--- config.mk ---
export PLATFORM = sky130hd
export DESIGN_NAME = pcr_cluster
export DESIGN_NICKNAME = d
export VERILOG_FILES = /design/src/hdl/pcr_pkg.sv /design/src/hdl/pcr_cluster.sv /design/src/hdl/pcr_pad_cell.sv
export VERILOG_INCLUDE_DIRS = /design/src /design/src/hdl
export SDC_FILE = /design/constraint.sdc
export NUM_CORES = 1
export LEC_CHECK = 0
export ABC_CLOCK_PERIOD_IN_PS = 3300
export BUFFER_PORTS_ARGS = -buffer_cell sky130_fd_sc_hd__buf_2
export CORE_MARGIN = 2
export CORE_UTILIZATION = 30
export DETAILED_ROUTE_END_ITERATION = 12
export HOLD_SLACK_MARGIN = 0.03
export PLACE_DENSITY = 0.56
export SLEW_MARGIN = 30
export SYNTH_ARGS = -nofsm -noshare
export SYNTH_HDL_FRONTEND = slang
export SYNTH_HIERARCHICAL = 1
export SYNTH_SLANG_ARGS = --single-unit
--- constraint.sdc ---
create_clock -name SYS_CLK -period 3.3 [get_ports SYS_CLK]
set_clock_uncertainty 0.2 [all_clocks]
set_input_delay 0 -clock SYS_CLK [delete_from_list [all_inputs] [get_ports SYS_CLK]]
set_output_delay 0 -clock SYS_CLK [all_outputs]
set_load 0.01 [all_outputs]
--- src/hdl/pcr_regs.svh ---
// register offsets, field positions, reset values and widths of the pad cluster
`ifndef PCR_REGS_SVH
`define PCR_REGS_SVH

`define PCR_ADDR_W 8
`define PCR_CFG_BASE 8'h00
`define PCR_CFG_STRIDE 8'h04
`define PCR_STATUS_OFS 8'h0c

`define PCR_CFG_W 26
`define PCR_F_MODE 0
`define PCR_F_CAPCLK 2
`define PCR_F_LAUCLK 6
`define PCR_F_CAPCE 10
`define PCR_F_LAUCE 12
`define PCR_F_OE 14
`define PCR_F_ACLR 16
`define PCR_F_SCLR 18
`define PCR_F_LEVEL 20
`define PCR_F_INREG 21
`define PCR_F_DLYA 22
`define PCR_F_DLYB 24

`define PCR_CFG_RESET 26'h00f_3ffc
`define PCR_CELL_RESET 9'h000
`define PCR_DLY_W 3

`endif
--- src/hdl/pcr_pkg.sv ---
// types shared by the pad cluster and its pad cells
`include "pcr_regs.svh"
package pcr_pkg;

  typedef enum logic [1:0]
  {
    PCR_MODE_IN = 2'b00,
    PCR_MODE_OUT = 2'b01,
    PCR_MODE_BIDIR = 2'b10
  } pcr_mode_type;

  typedef struct packed
  {
    logic cap;
    logic lau;
    logic oe;
    logic pin_oe;
    logic datain;
    logic comb;
    logic [`PCR_DLY_W-1:0] dly;
  } pcr_cell_state_type;

endpackage

--- src/hdl/pcr_cluster.sv ---
// pad cluster: shared control selection, config port and three pad cells
//
// Added by the designer: the plain strobed port and the register addresses.
`include "pcr_regs.svh"
module pcr_cluster
#(
  parameter int CELLS = 3,
  parameter int DCLKS = 6
)
(
  input wire logic SYS_CLK,
  input wire logic ARST_N,
  input wire logic CLK_EN,
  input wire logic [`PCR_ADDR_W-1:0] REG_ADDR,
  input wire logic [31:0] REG_WDATA,
  input wire logic REG_WR,
  input wire logic REG_RD,
  output logic [31:0] REG_RDATA,
  input wire logic [CELLS-1:0] ARR_DATAOUT,
  input wire logic [CELLS-1:0] ARR_OE,
  input wire logic [CELLS-1:0] ARR_CE_IN,
  input wire logic [CELLS-1:0] ARR_CE_OUT,
  input wire logic [CELLS-1:0] ARR_CLK,
  input wire logic [CELLS-1:0] ARR_ACLR,
  input wire logic [CELLS-1:0] ARR_SCLR,
  input wire logic [DCLKS-1:0] PAD_CLK,
  output logic [CELLS-1:0] ARR_DATAIN,
  output logic [CELLS-1:0] ARR_COMB_DATAIN,
  input wire logic [CELLS-1:0] PIN_IN,
  output logic [CELLS-1:0] PIN_OUT,
  output logic [CELLS-1:0] PIN_OE
);

  localparam int NSRC = CELLS + DCLKS;

  typedef struct packed
  {
    logic [CELLS-1:0][`PCR_CFG_W-1:0] cfg;
    logic [CELLS-1:0] init;
    logic [31:0] rdata;
    logic [CELLS-1:0] pin_s1;
    logic [CELLS-1:0] pin_s2;
    logic [DCLKS-1:0] dclk_s1;
    logic [DCLKS-1:0] dclk_s2;
    logic [DCLKS-1:0] dclk_d;
    logic [CELLS-1:0] cclk_d;
  } pcr_top_state_type;

  localparam pcr_top_state_type TOP_RESET = '{
    cfg: {CELLS{`PCR_CFG_RESET}},
    default: '0
  };

  pcr_top_state_type s;
  pcr_top_state_type next_s;

  logic [NSRC-1:0] src_rise;
  logic [CELLS-1:0] cap_q;
  logic [CELLS-1:0] lau_q;
  logic [CELLS-1:0] oe_q;
  logic [CELLS-1:0] no_cap;
  logic [5*CELLS-1:0] status;

  function automatic logic [`PCR_ADDR_W-1:0] cfg_addr(input int idx);
    cfg_addr = `PCR_CFG_BASE + `PCR_ADDR_W'(idx * `PCR_CFG_STRIDE);
  endfunction

  // array clocks are same-domain logic; pad clocks come off the global
  // network and are synchronised first, so they tick two cycles later
  assign src_rise = {s.dclk_s2 & ~s.dclk_d, ARR_CLK & ~s.cclk_d};

  assign status = {no_cap, s.pin_s2, oe_q, lau_q, cap_q};

  always_comb
  begin
    next_s = s;
    next_s.init = '0;
    next_s.rdata = '0;
    next_s.pin_s1 = PIN_IN;
    next_s.pin_s2 = s.pin_s1;
    next_s.dclk_s1 = PAD_CLK;
    next_s.dclk_s2 = s.dclk_s1;
    next_s.dclk_d = s.dclk_s2;
    next_s.cclk_d = ARR_CLK;
    for (int i = 0; i < CELLS; i++)
    begin
      if (REG_WR && (REG_ADDR == cfg_addr(i)))
      begin
        next_s.cfg[i] = REG_WDATA[`PCR_CFG_W-1:0];
        // a config write counts as configuration done for that cell
        next_s.init[i] = 1'b1;
      end
      if (REG_RD && (REG_ADDR == cfg_addr(i)))
        next_s.rdata = 32'(s.cfg[i]);
    end
    if (REG_RD && (REG_ADDR == `PCR_STATUS_OFS))
      next_s.rdata = 32'(status);
  end

  always_ff @(posedge SYS_CLK or negedge ARST_N)
  begin
    if (!ARST_N)
      s <= TOP_RESET;
    else if (CLK_EN)
      s <= next_s;
  end

  assign REG_RDATA = s.rdata;

  for (genvar g = 0; g < CELLS; g++)
  begin : g_cell
    logic [3:0] capclk_sel;
    logic [3:0] lauclk_sel;
    logic [1:0] capce_sel;
    logic [1:0] lauce_sel;
    logic [1:0] oe_sel;
    logic [1:0] aclr_sel;
    logic [1:0] sclr_sel;
    logic [1:0] dly_a;
    logic [1:0] dly_b;
    logic cap_tick;
    logic lau_tick;
    logic cap_ce;
    logic lau_ce;
    logic d_oe;
    logic aclr;
    logic sclr;

    assign capclk_sel = s.cfg[g][`PCR_F_CAPCLK+3:`PCR_F_CAPCLK];
    assign lauclk_sel = s.cfg[g][`PCR_F_LAUCLK+3:`PCR_F_LAUCLK];
    assign capce_sel = s.cfg[g][`PCR_F_CAPCE+1:`PCR_F_CAPCE];
    assign lauce_sel = s.cfg[g][`PCR_F_LAUCE+1:`PCR_F_LAUCE];
    assign oe_sel = s.cfg[g][`PCR_F_OE+1:`PCR_F_OE];
    assign aclr_sel = s.cfg[g][`PCR_F_ACLR+1:`PCR_F_ACLR];
    assign sclr_sel = s.cfg[g][`PCR_F_SCLR+1:`PCR_F_SCLR];
    assign dly_a = s.cfg[g][`PCR_F_DLYA+1:`PCR_F_DLYA];
    assign dly_b = s.cfg[g][`PCR_F_DLYB+1:`PCR_F_DLYB];
    assign no_cap[g] = (dly_a != dly_b);

    // out-of-range selections mean: no clock, enable always on, no clear
    assign cap_tick = (int'(capclk_sel) < NSRC) ?
      src_rise[capclk_sel] : 1'b0;
    assign lau_tick = (int'(lauclk_sel) < NSRC) ?
      src_rise[lauclk_sel] : 1'b0;
    assign cap_ce = (int'(capce_sel) < CELLS) ?
      ARR_CE_IN[capce_sel] : 1'b1;
    assign lau_ce = (int'(lauce_sel) < CELLS) ?
      ARR_CE_OUT[lauce_sel] : 1'b1;
    assign d_oe = (int'(oe_sel) < CELLS) ? ARR_OE[oe_sel] : 1'b1;
    // one selected source feeds every flop, so the cell cannot mix clears
    assign aclr = (int'(aclr_sel) < CELLS) ?
      ARR_ACLR[aclr_sel] : 1'b0;
    assign sclr = (int'(sclr_sel) < CELLS) ?
      ARR_SCLR[sclr_sel] : 1'b0;

    pcr_pad_cell u_cell
    (
      .clk(SYS_CLK),
      .arst_n(ARST_N),
      .clk_en(CLK_EN),
      .mode(pcr_pkg::pcr_mode_type'(s.cfg[g][`PCR_F_MODE+1:`PCR_F_MODE])),
      .level(s.cfg[g][`PCR_F_LEVEL]),
      .in_reg(s.cfg[g][`PCR_F_INREG]),
      .dly_a(dly_a),
      .dly_b(dly_b),
      .init(s.init[g]),
      .aclr(aclr),
      .sclr(sclr),
      .cap_tick(cap_tick),
      .cap_ce(cap_ce),
      .lau_tick(lau_tick),
      .lau_ce(lau_ce),
      .d_out(ARR_DATAOUT[g]),
      .d_oe(d_oe),
      .pin(s.pin_s2[g]),
      .cap_q(cap_q[g]),
      .lau_q(lau_q[g]),
      .oe_q(oe_q[g]),
      .pin_oe(PIN_OE[g]),
      .datain(ARR_DATAIN[g]),
      .comb_datain(ARR_COMB_DATAIN[g])
    );

    // modes 0 and 3 have equal bits and never drive the pad
    property p_in_quiet;
      @(posedge SYS_CLK) disable iff (!ARST_N)
      CLK_EN && (s.cfg[g][`PCR_F_MODE+1] == s.cfg[g][`PCR_F_MODE])
        |=> !PIN_OE[g];
    endproperty
    a_in_quiet: assert property (p_in_quiet)
      else $error("input-only cell drives its pin");

    property p_out_drive;
      @(posedge SYS_CLK) disable iff (!ARST_N)
      CLK_EN && (s.cfg[g][`PCR_F_MODE+1] != s.cfg[g][`PCR_F_MODE])
        |=> PIN_OE[g] == oe_q[g];
    endproperty
    a_out_drive: assert property (p_out_drive)
      else $error("pin drive does not follow the enable flop");

    property p_launch;
      @(posedge SYS_CLK) disable iff (!ARST_N)
      CLK_EN && !s.init[g] && !aclr && lau_tick && lau_ce && !sclr
        |=> lau_q[g] == $past(ARR_DATAOUT[g]);
    endproperty
    a_launch: assert property (p_launch)
      else $error("launch flop missed its data on a launch tick");

    property p_capture;
      @(posedge SYS_CLK) disable iff (!ARST_N)
      CLK_EN && !s.init[g] && !aclr && cap_tick && cap_ce && !sclr
        && !no_cap[g] |=> cap_q[g] == $past(s.pin_s2[g]);
    endproperty
    a_capture: assert property (p_capture)
      else $error("capture flop missed the pad on a capture tick");

    property p_datain;
      @(posedge SYS_CLK) disable iff (!ARST_N)
      CLK_EN && s.cfg[g][`PCR_F_INREG] && !no_cap[g]
        |=> ARR_DATAIN[g] == cap_q[g];
    endproperty
    a_datain: assert property (p_datain)
      else $error("registered input not taken from the capture flop");
  end

  assign PIN_OUT = lau_q;

  property p_cfg_init;
    @(posedge SYS_CLK) disable iff (!ARST_N)
    (REG_WR && CLK_EN && (REG_ADDR == `PCR_CFG_BASE)) ##1
      (CLK_EN && !(REG_WR && (REG_ADDR == `PCR_CFG_BASE)))
      |=> (cap_q[0] == s.cfg[0][`PCR_F_LEVEL])
        && (lau_q[0] == s.cfg[0][`PCR_F_LEVEL])
        && (oe_q[0] == s.cfg[0][`PCR_F_LEVEL]);
  endproperty
  a_cfg_init: assert property (p_cfg_init)
    else $error("cell 0 flops not at power-up level after config");

  property p_cfg_read;
    @(posedge SYS_CLK) disable iff (!ARST_N)
    REG_RD && CLK_EN && (REG_ADDR == `PCR_CFG_BASE)
      |=> REG_RDATA == 32'($past(s.cfg[0]));
  endproperty
  a_cfg_read: assert property (p_cfg_read)
    else $error("cell 0 config read back wrong");

  // the releasing edge still finds the first sync flop held in reset
  property p_pin_sync;
    @(posedge SYS_CLK) disable iff (!ARST_N)
    $past(ARST_N) && CLK_EN ##1 CLK_EN
      |=> s.pin_s2 == $past(PIN_IN, 2);
  endproperty
  a_pin_sync: assert property (p_pin_sync)
    else $error("pin level not two cycles behind the pad");

  property p_dclk_sync;
    @(posedge SYS_CLK) disable iff (!ARST_N)
    $past(ARST_N) && CLK_EN ##1 CLK_EN
      |=> s.dclk_s2 == $past(PAD_CLK, 2);
  endproperty
  a_dclk_sync: assert property (p_dclk_sync)
    else $error("pad clock not two cycles behind its pin");

  property p_rd_idle;
    @(posedge SYS_CLK) disable iff (!ARST_N)
    CLK_EN && !REG_RD |=> REG_RDATA == 32'h0;
  endproperty
  a_rd_idle: assert property (p_rd_idle)
    else $error("read data not cleared after the read cycle");

  property p_status_read;
    @(posedge SYS_CLK) disable iff (!ARST_N)
    REG_RD && CLK_EN && (REG_ADDR == `PCR_STATUS_OFS)
      |=> REG_RDATA == 32'($past(status));
  endproperty
  a_status_read: assert property (p_status_read)
    else $error("status read back wrong");

  property p_unmapped;
    @(posedge SYS_CLK) disable iff (!ARST_N)
    REG_RD && CLK_EN && (REG_ADDR > `PCR_STATUS_OFS)
      |=> REG_RDATA == 32'h0;
  endproperty
  a_unmapped: assert property (p_unmapped)
    else $error("unmapped address read nonzero");

  // enable low must freeze every flop, synchronisers included
  property p_freeze;
    @(posedge SYS_CLK) disable iff (!ARST_N)
    !CLK_EN |=> $stable(REG_RDATA) && $stable(PIN_OUT) && $stable(PIN_OE)
      && $stable(ARR_DATAIN) && $stable(ARR_COMB_DATAIN) && $stable(s);
  endproperty
  a_freeze: assert property (p_freeze)
    else $error("state moved while the clock enable was low");

endmodule

--- src/hdl/pcr_pad_cell.sv ---
// one pad cell: capture, launch and drive-enable registers, two input paths
`include "pcr_regs.svh"
module pcr_pad_cell
(
  input wire logic clk,
  input wire logic arst_n,
  input wire logic clk_en,
  input wire pcr_pkg::pcr_mode_type mode,
  input wire logic level,
  input wire logic in_reg,
  input wire logic [1:0] dly_a,
  input wire logic [1:0] dly_b,
  input wire logic init,
  input wire logic aclr,
  input wire logic sclr,
  input wire logic cap_tick,
  input wire logic cap_ce,
  input wire logic lau_tick,
  input wire logic lau_ce,
  input wire logic d_out,
  input wire logic d_oe,
  input wire logic pin,
  output logic cap_q,
  output logic lau_q,
  output logic oe_q,
  output logic pin_oe,
  output logic datain,
  output logic comb_datain
);

  pcr_pkg::pcr_cell_state_type s;
  pcr_pkg::pcr_cell_state_type next_s;
  logic no_cap;
  logic path_a;
  logic oe_d;

  function automatic logic tap(input logic [1:0] sel, input logic now,
                               input logic [`PCR_DLY_W-1:0] hist);
    case (sel)
      2'h0: tap = now;
      2'h1: tap = hist[0];
      2'h2: tap = hist[1];
      default: tap = hist[2];
    endcase
  endfunction

  always_comb
  begin
    next_s = s;
    // unequal taps need the capture flop's silicon for the second chain
    no_cap = (dly_a != dly_b);
    path_a = tap(dly_a, pin, s.dly);
    // a pure output sets its drive enable on every launch without a sync clear
    oe_d = (mode == pcr_pkg::PCR_MODE_OUT) ? 1'b1 : d_oe;
    next_s.dly = {s.dly[`PCR_DLY_W-2:0], pin};
    if (init || aclr)
    begin
      // one clear/preset source and one level for all three flops
      next_s.cap = level;
      next_s.lau = level;
      next_s.oe = level;
    end
    else
    begin
      if (cap_tick && cap_ce && !no_cap)
        next_s.cap = sclr ? level : pin;
      if (lau_tick && lau_ce)
      begin
        next_s.lau = sclr ? level : d_out;
        next_s.oe = sclr ? level : oe_d;
      end
    end
    case (mode)
      pcr_pkg::PCR_MODE_IN: next_s.pin_oe = 1'b0;
      pcr_pkg::PCR_MODE_OUT: next_s.pin_oe = next_s.oe;
      pcr_pkg::PCR_MODE_BIDIR: next_s.pin_oe = next_s.oe;
      default: next_s.pin_oe = 1'b0;
    endcase
    next_s.datain = (in_reg && !no_cap) ? next_s.cap : path_a;
    next_s.comb = tap(dly_b, pin, s.dly);
  end

  always_ff @(posedge clk or negedge arst_n)
  begin
    if (!arst_n)
      s <= `PCR_CELL_RESET;
    else if (clk_en)
      s <= next_s;
  end

  assign cap_q = s.cap;
  assign lau_q = s.lau;
  assign oe_q = s.oe;
  assign pin_oe = s.pin_oe;
  assign datain = s.datain;
  assign comb_datain = s.comb;

  property p_aclr_wins;
    @(posedge clk) disable iff (!arst_n)
    clk_en && aclr |=> (cap_q == $past(level)) && (lau_q == $past(level))
      && (oe_q == $past(level));
  endproperty
  a_aclr_wins: assert property (p_aclr_wins)
    else $error("async clear did not force the power-up level");

  property p_lau_hold;
    @(posedge clk) disable iff (!arst_n)
    clk_en && !init && !aclr && !(lau_tick && lau_ce)
      |=> $stable(lau_q) && $stable(oe_q);
  endproperty
  a_lau_hold: assert property (p_lau_hold)
    else $error("launch or enable flop moved without its enable");

  property p_cap_hold;
    @(posedge clk) disable iff (!arst_n)
    clk_en && !init && !aclr && !(cap_tick && cap_ce) |=> $stable(cap_q);
  endproperty
  a_cap_hold: assert property (p_cap_hold)
    else $error("capture flop moved without its enable");

  property p_sclr;
    @(posedge clk) disable iff (!arst_n)
    clk_en && !init && !aclr && lau_tick && lau_ce && sclr
      |=> lau_q == $past(level);
  endproperty
  a_sclr: assert property (p_sclr)
    else $error("sync clear ignored on launch edge");

  property p_drive;
    @(posedge clk) disable iff (!arst_n)
    pin_oe |-> oe_q;
  endproperty
  a_drive: assert property (p_drive)
    else $error("pin driven while drive-enable flop inactive");

  property p_nocap;
    @(posedge clk) disable iff (!arst_n)
    clk_en && (dly_a != dly_b) && !init && !aclr |=> $stable(cap_q);
  endproperty
  a_nocap: assert property (p_nocap)
    else $error("capture flop used with split input delays");

  property p_comb_path;
    @(posedge clk) disable iff (!arst_n)
    clk_en && (dly_b == 2'h0) |=> comb_datain == $past(pin);
  endproperty
  a_comb_path: assert property (p_comb_path)
    else $error("bypass path does not follow the pin");

endmodule

==> metrics.txt, run 1 <==
Sw Pwr ~1.3 mW; syn avg cell area around 13 um^2; post-CTS sizing 0; Global Route Usage Sum approximately 15%; Avg WL per Cell 18.64 um; Leakage around 4.4 nW; largest area contributor in the netlist dfrtp_1; TritonCTS Buffers 17; synthesized instance count a little under 700; Power Density 452.8 mW/mm^2; CP Launch Type flip-flop; Post-CTS Setup Bufs 0; DRC Markers 0; arrival time at the worst endpoint about 3.0 ns; internal power ~3.4 mW; Synth top area share about 33%; cell row count 62; CP cell instances mux4_2 -> a221o_1 -> o21ai_0 -> nand2_1 -> and4bb_1 -> nor4_1 -> mux2_2; Routed Antenna Nets 0; asr flop ratio synth between 90% and 100%; worst vdd ir ~0.00032 V; Yosys reg bits approximately 160; Slowest-stage cell, CP dfstp_2; Critical Path End Type flip-flop; power share of the combinational group 13.0%; critical path class flip-flop to flip-flop; pin count of the biggest net entering global routing 86; die height between 150 and 200 um; min Tclk post-route approximately 2.9 ns; CTS hold repair buffers 45; Most used DFF post-synth dfrtp_1; Routed met1 length 11.18 mm; clk_lat worst skew 0.43 ns; status finished, final reports clean; TritonCTS clock tree built; total gr overflow 0; register area share after synthesis about 47%; Distinct cells, synth 55; Buf/Inv on CP 0; synth top area cells dfrtp_1, dfstp_2, mux2_2, mux4_2, mux2_4; Max-cap violations 0; htree depth 4; Final Hold Viols 0; layout cells sized above 1 between 40 and 50%; Clk pwr share ~39%; Via density between 4 and 5; final WL around 23 mm; WL met3 about 830 um; Fin Setup TNS 0 ns; Bufs on Longest Clock Path 2; Layout Cells excl Fill about 1.2k; first-pass GRT wire length around 35 mm; Syn Std Cell Area roughly 0.0086 mm^2; CP Max Fanout 8; Yosys Warn Count 6; Max Clk Rate between 300 and 400 MHz; worst path required time between 3 and 4 ns; Cells after DPL 1130; sequential power share roughly 48%; fin crit share about 87%; Sink Count between 150 and 200; initial antenna violation count 1; Max Transition Viols Final 0; Worst slew margin about 37%; Tightest Pin Transition about 0.95 ns; vias about 5.9k; DIE WIDTH around 170 um; Initial Util a little under a third; Buffers on Ports approximately 110; Hold Crit Class input pin to asynchronous set/reset pin; met2 WL approximately 10 mm; core area about 0.029 mm^2; final setup fails 0; RSZ-0062 raised after global routing no; # IOs roughly 120; Synth-to-Final Area Change 20.21%; number of enable flip-flop cells after synthesis 0; hpwl dp ~16 mm; highest metal used met5; Final Net Count 888; max incr delay on CP 0.61 ns; vias in the first global route 5926; clock transition at the registers of the reported paths 0.07 ns; Antenna Cells 0; DR pass1 iterations 4; CP delay by family, top multiplexers; sw frac roughly 27%; root buf cell clkbuf_16; die area 0.03016 mm^2; global placement routability congestion approximately 0.80; Starting DRT DRC Count 279
## power groups by stage
stage	clock (mW)	combinational, mW	sequential (mW)
3_5_place_dp	0	0.577	2.28
2_1_floorplan	0	0.361	2.24
6_report	1.84	0.610	2.25
5_1_grt	1.96	0.673	2.27
3_3_place_gp	0	0.568	2.28
4_1_cts	1.89	0.619	2.25
## state kept, by name, indices dropped and copies added (netlist names), 6 cells and up
signal / flops
s: 27
REG_RDATA: 26
next_s: 15
g_cell.capclk_sel: 12
g_cell.lauclk_sel: 12
g_cell.aclr_sel: 6
g_cell.capce_sel: 6
g_cell.dly_a: 6
g_cell.dly_b: 6
g_cell.lauce_sel: 6
g_cell.oe_sel: 6
g_cell.sclr_sel: 6
g_cell.u_cell/next_s: 6
## cell families after synthesis
| kind of cell | after synthesis | share of synthesized area, % |
|---|---|---|
| muxes | 174 | 26.33 |
| DFF | 161 | 47.35 |
| and+or+nand+nor | 133 | 9.215 |
| AOI/OAI and AO/OA | 108 | 9.475 |
| buffers and inverters | 89 | 5.940 |
| xor gates and xnor gates | 12 | 1.217 |
| adders and majority gates | 3 | 0.4347 |
| other | 1 | 0.04342 |
## cell usage in the layout (no fill, tap or decap), types with 4 or more instances in the layout
master,count
clkbuf_16,17
nand2b_1,11
nor2b_1,14
nand2_1,12
dfrtp_1,113
o21ai_0,7
mux4_2,24
xnor2_1,6
a211oi_1,9
o2111ai_1,4
mux2i_1,22
nor2_2,4
nor3_1,9
buf_4,12
conb_1,6
clkinv_4,4
a21oi_1,26
nand3_1,10
mux2_2,109
nor4bb_1,4
mux2_4,19
o2bb2ai_1,23
xor2_1,6
inv_1,29
o22ai_1,5
or4b_2,4
buf_2,105
nor4b_1,8
or3_1,4
nor4_1,6
nor2_1,29
clkinvlp_4,4
dfstp_2,48
nand3b_1,5
dlygate4sd3_1,45
## stage by stage
step	total power [mW]	setup WS (ns)	utilization, %	instance area, um^2	hold slack [ns]
final	4.701	0.4246	36.36	10380	0.004457
after global routing	4.904	0.3425	36.36	10380	0.06862
after CTS	4.756	0.3918	36.36	10380	0.04164
after detailed placement	2.861	0.3970	32.88	9387	-0.06395
after global placement	2.848	0.4534	32.88	9387	-0.06925
after floorplan	2.598	0.7768	-	8655	-0.4956
## cell type report
cell class	instances	area, um^2
fill	2868	18170
sequential	161	4089
multi-input combinational	436	4058
timing repair buffer	164	1097
tap	384	480.5
clock buffer	21	460.4
inverter	30	112.6
clock inverter	11	83.83
## worst paths after layout
path	startpoint	to	slack, ns	cells past startpoint
min in group SYS_CLK	ARR_CE_OUT[1]	g_cell[0].u_cell/lau_q	0.10	7
setup reg to reg	g_cell[1].lauclk_sel[2]	g_cell[1].u_cell/pin_oe	0.42	7
hold reg to reg	REG_RDATA[9]	REG_RDATA[9]	0.28	1
max in group asynchronous	ARST_N	s[60]	2.00	3
hold / removal	ARST_N	REG_RDATA[15]	0.004	2
setup / recovery	g_cell[1].lauclk_sel[2]	g_cell[1].u_cell/pin_oe	0.42	7
## cell usage after synthesis (all sizes together), types with 12 or more instances
| cell | count |
|---|---|
| mux2 | 128 |
| inv | 30 |
| mux4 | 24 |
| clkbuf | 13 |
| buf | 46 |
| o2bb2ai | 23 |
| nand2 | 12 |
| dfstp | 48 |
| dfrtp | 113 |
| mux2i | 22 |
| a21oi | 26 |
| nor2b | 14 |
| nor2 | 33 |
## routing by layer
layer	vias to the layer above	GRT usage (%)
li1	2771	-
met2	117	23.38
met1	3011	21.84
met5	-	0
met4	2	4.692
met3	23	3.136
Power figures use the tool's default switching activity.
==> inputs of run 2 (changes only) <==
CORE_MARGIN = 3   (was 2)
==> metrics.txt, run 2 (synthesis results as in run 1) <==
initial antenna violation count 1 (unchanged); DR pass1 iterations 5 (+1); clock transition at the registers of the reported paths 0.07 ns (about the same); root buf cell clkbuf_16; CTS hold repair buffers 49 (+8.9%); post-CTS sizing 0 (unchanged); Bufs on Longest Clock Path 2 (unchanged); DRC Markers 0 (unchanged); Largest Register s; sw frac 25.35% (-1.5 points); Final WS setup 0.4358 ns (+0.01120 ns); die height 175.7 um (+1.2%); first-pass GRT wire length 35.39 mm (+0.39%); Final Net Count 895 (+0.79%); CP Max Fanout 6 (-2); Cells after DPL 1127 (-0.27%); hold slack 0.06376 ns (+0.05931 ns); global placement routability congestion 0.8353 (+4.3%); Critical Path End Type flip-flop; Finished Core Util 37.45% (+1.1 points); Final Hold Viols 0 (unchanged); worst vdd ir 0.0003123 V (-2.5%); Avg WL per Cell 18.71 um (+0.39%); Initial Util 30.75% (+0.50 points); worst path required time 3.41 ns (about the same); max reg flops 27 (unchanged); TritonCTS clock tree built; Max-cap violations 0 (unchanged); Layout Cells excl Fill 1209 (+0.17%); r2r setup slk 0.44 ns (about the same); Sw Pwr 1.242 mW (-1.6%); Via density 4.953 (+0.91%); fin crit share 86.80% (-0.34 points); worst hold path startpoint CLK_EN; cell row count 61 (-1.6%); Sink Count 161 (unchanged); Leakage 4.491 nW (+1.5%); most common cell after layout, fill and taps aside dfrtp_1; min Tclk post-route 2.864 ns (-0.01120 ns); reg2reg path depth 7 (unchanged); Placed Area 0.009402 mm^2 (+0.16%); CP Launch Type flip-flop; total power 4.900 mW (+4.2%); clk_lat worst skew 0.43 ns (about the same); RSZ-0062 raised after global routing no; Slowest-stage cell, CP dfstp_2; critical path class flip-flop to flip-flop; internal power 3.658 mW (+6.4%); max incr delay on CP 0.59 ns (-0.02 ns); RR Startpoint g_cell[0].lauclk_sel[0]; arrival time at the worst endpoint 2.97 ns (-0.03 ns); Power Density 465.8 mW/mm^2 (+2.9%); commonest cells after routing, fill and taps aside dfrtp_1, mux2_2, buf_2, dfstp_2, dlygate4sd3_1; Max Transition Viols Final 0 (unchanged); Buffers on Ports 106 (unchanged); hold path cells 3; Post-CTS Setup Bufs 0 (unchanged); # IOs 119 (unchanged); dpl ws 0.4414 ns (+0.04439 ns); pin count of the biggest net entering global routing 53 (-38%); Fillers 2799 (-2.4%); Max Clk Rate 349.1 MHz (+0.39%); die area 0.03086 mm^2 (+2.3%); status finished, final reports clean; final setup fails 0 (unchanged); Post-Layout Inst Area 0.01052 mm^2 (+1.3%); Hold Crit Class input pin to flip-flop; vias 5988 (+1.1%); Reg-to-Reg End g_cell[0].u_cell/pin_oe; DIE WIDTH 175.7 um (+1.2%); layout cells sized above 1 44.46% (about the same); hpwl dp 16.24 mm (+1.4%); final WL 22.63 mm (+0.56%); Worst path depth 7 (unchanged); total gr overflow 0 (unchanged); sequential power share 45.8% (-2.0 points); Starting DRT DRC Count 337 (+21%); Tightest Pin Transition 0.9327 ns (-0.01506 ns); worst hold endpoint REG_RDATA[12]; htree depth 4 (unchanged); CP cell instances mux4_2 -> nor3b_1 -> nor3_1 -> nand2_1 -> and4bb_1 -> nor4_1 -> mux2_2; power share of the combinational group 12.7% (-0.3 points); Worst slew margin 37.75% (+1.1 points); vias in the first global route 5976 (+0.84%); Fin Setup TNS 0 ns (unchanged); Routed Antenna Nets 0 (unchanged); core area 0.02809 mm^2 (-1.6%); Buf/Inv on CP 0 (unchanged); CP delay by family, top simple AND/OR/NAND/NOR gates; Global Route Usage Sum 14.84% (-0.45 points); TritonCTS Buffers 17 (unchanged); Synth-to-Final Area Change 21.80%; Clk pwr share 41.5% (+2.3 points)
run 2: changes by cell type in the layout (fill, tap and decap cells not counted), sizes merged:
cell,change
clkinv,-3
bufinv,+3
dlygate4sd3,+3
clkinvlp,-1
buf,+4
inv,+1
diode,+1
run 2: worst max-delay path by stage:
stage          slack [ns]                     from                 endpoint
6_report             0.44  g_cell[0].lauclk_sel[0]  g_cell[0].u_cell/pin_oe
5_1_grt              0.23                     s[4]  g_cell[0].u_cell/pin_oe
4_1_cts              0.43  g_cell[1].lauclk_sel[2]  g_cell[1].u_cell/pin_oe
3_3_place_gp         0.46  g_cell[1].lauclk_sel[2]  g_cell[1].u_cell/pin_oe
2_1_floorplan        0.78  g_cell[1].lauclk_sel[2]  g_cell[1].u_cell/pin_oe
3_5_place_dp         0.44  g_cell[1].lauclk_sel[2]  g_cell[1].u_cell/pin_oe
run 2: worst min-delay path, stage by stage:
cell,delay (ns)
buf_2,0.17
buf_4,0.29
o32ai_1,0.15
run 2: metal layers:
metal,vias to the layer above,track usage (%),wire length (um)
met1,3041,21.06,10800
met3,15,3.459,1232
met2,154,22.86,10390
li1,2778,-,-
met4,0,3.992,197
met5,-,0,0
run 2: area by class of cell:
cell class / instances / area, um^2 / share of cell area, %
sequential: 161 / 4089 / 38.87
multi-input combinational: 436 / 4058 / 38.58
timing repair buffer: 171 / 1177 / 11.19
tap: 378 / 473.0 / 4.496
clock buffer: 21 / 450.4 / 4.282
clock inverter: 11 / 156.4 / 1.487
inverter: 30 / 112.6 / 1.071
antenna: 1 / 2.502 / 0.02379
run 2: power by group through the flow:
stage          logic [mW]  registers [mW]  clock network (mW)
3_5_place_dp        0.579            2.28                   0
6_report            0.621            2.25                2.03
3_3_place_gp        0.572            2.28                   0
4_1_cts             0.632            2.25                2.09
2_1_floorplan       0.361            2.24                   0
5_1_grt             0.688            2.27                2.17
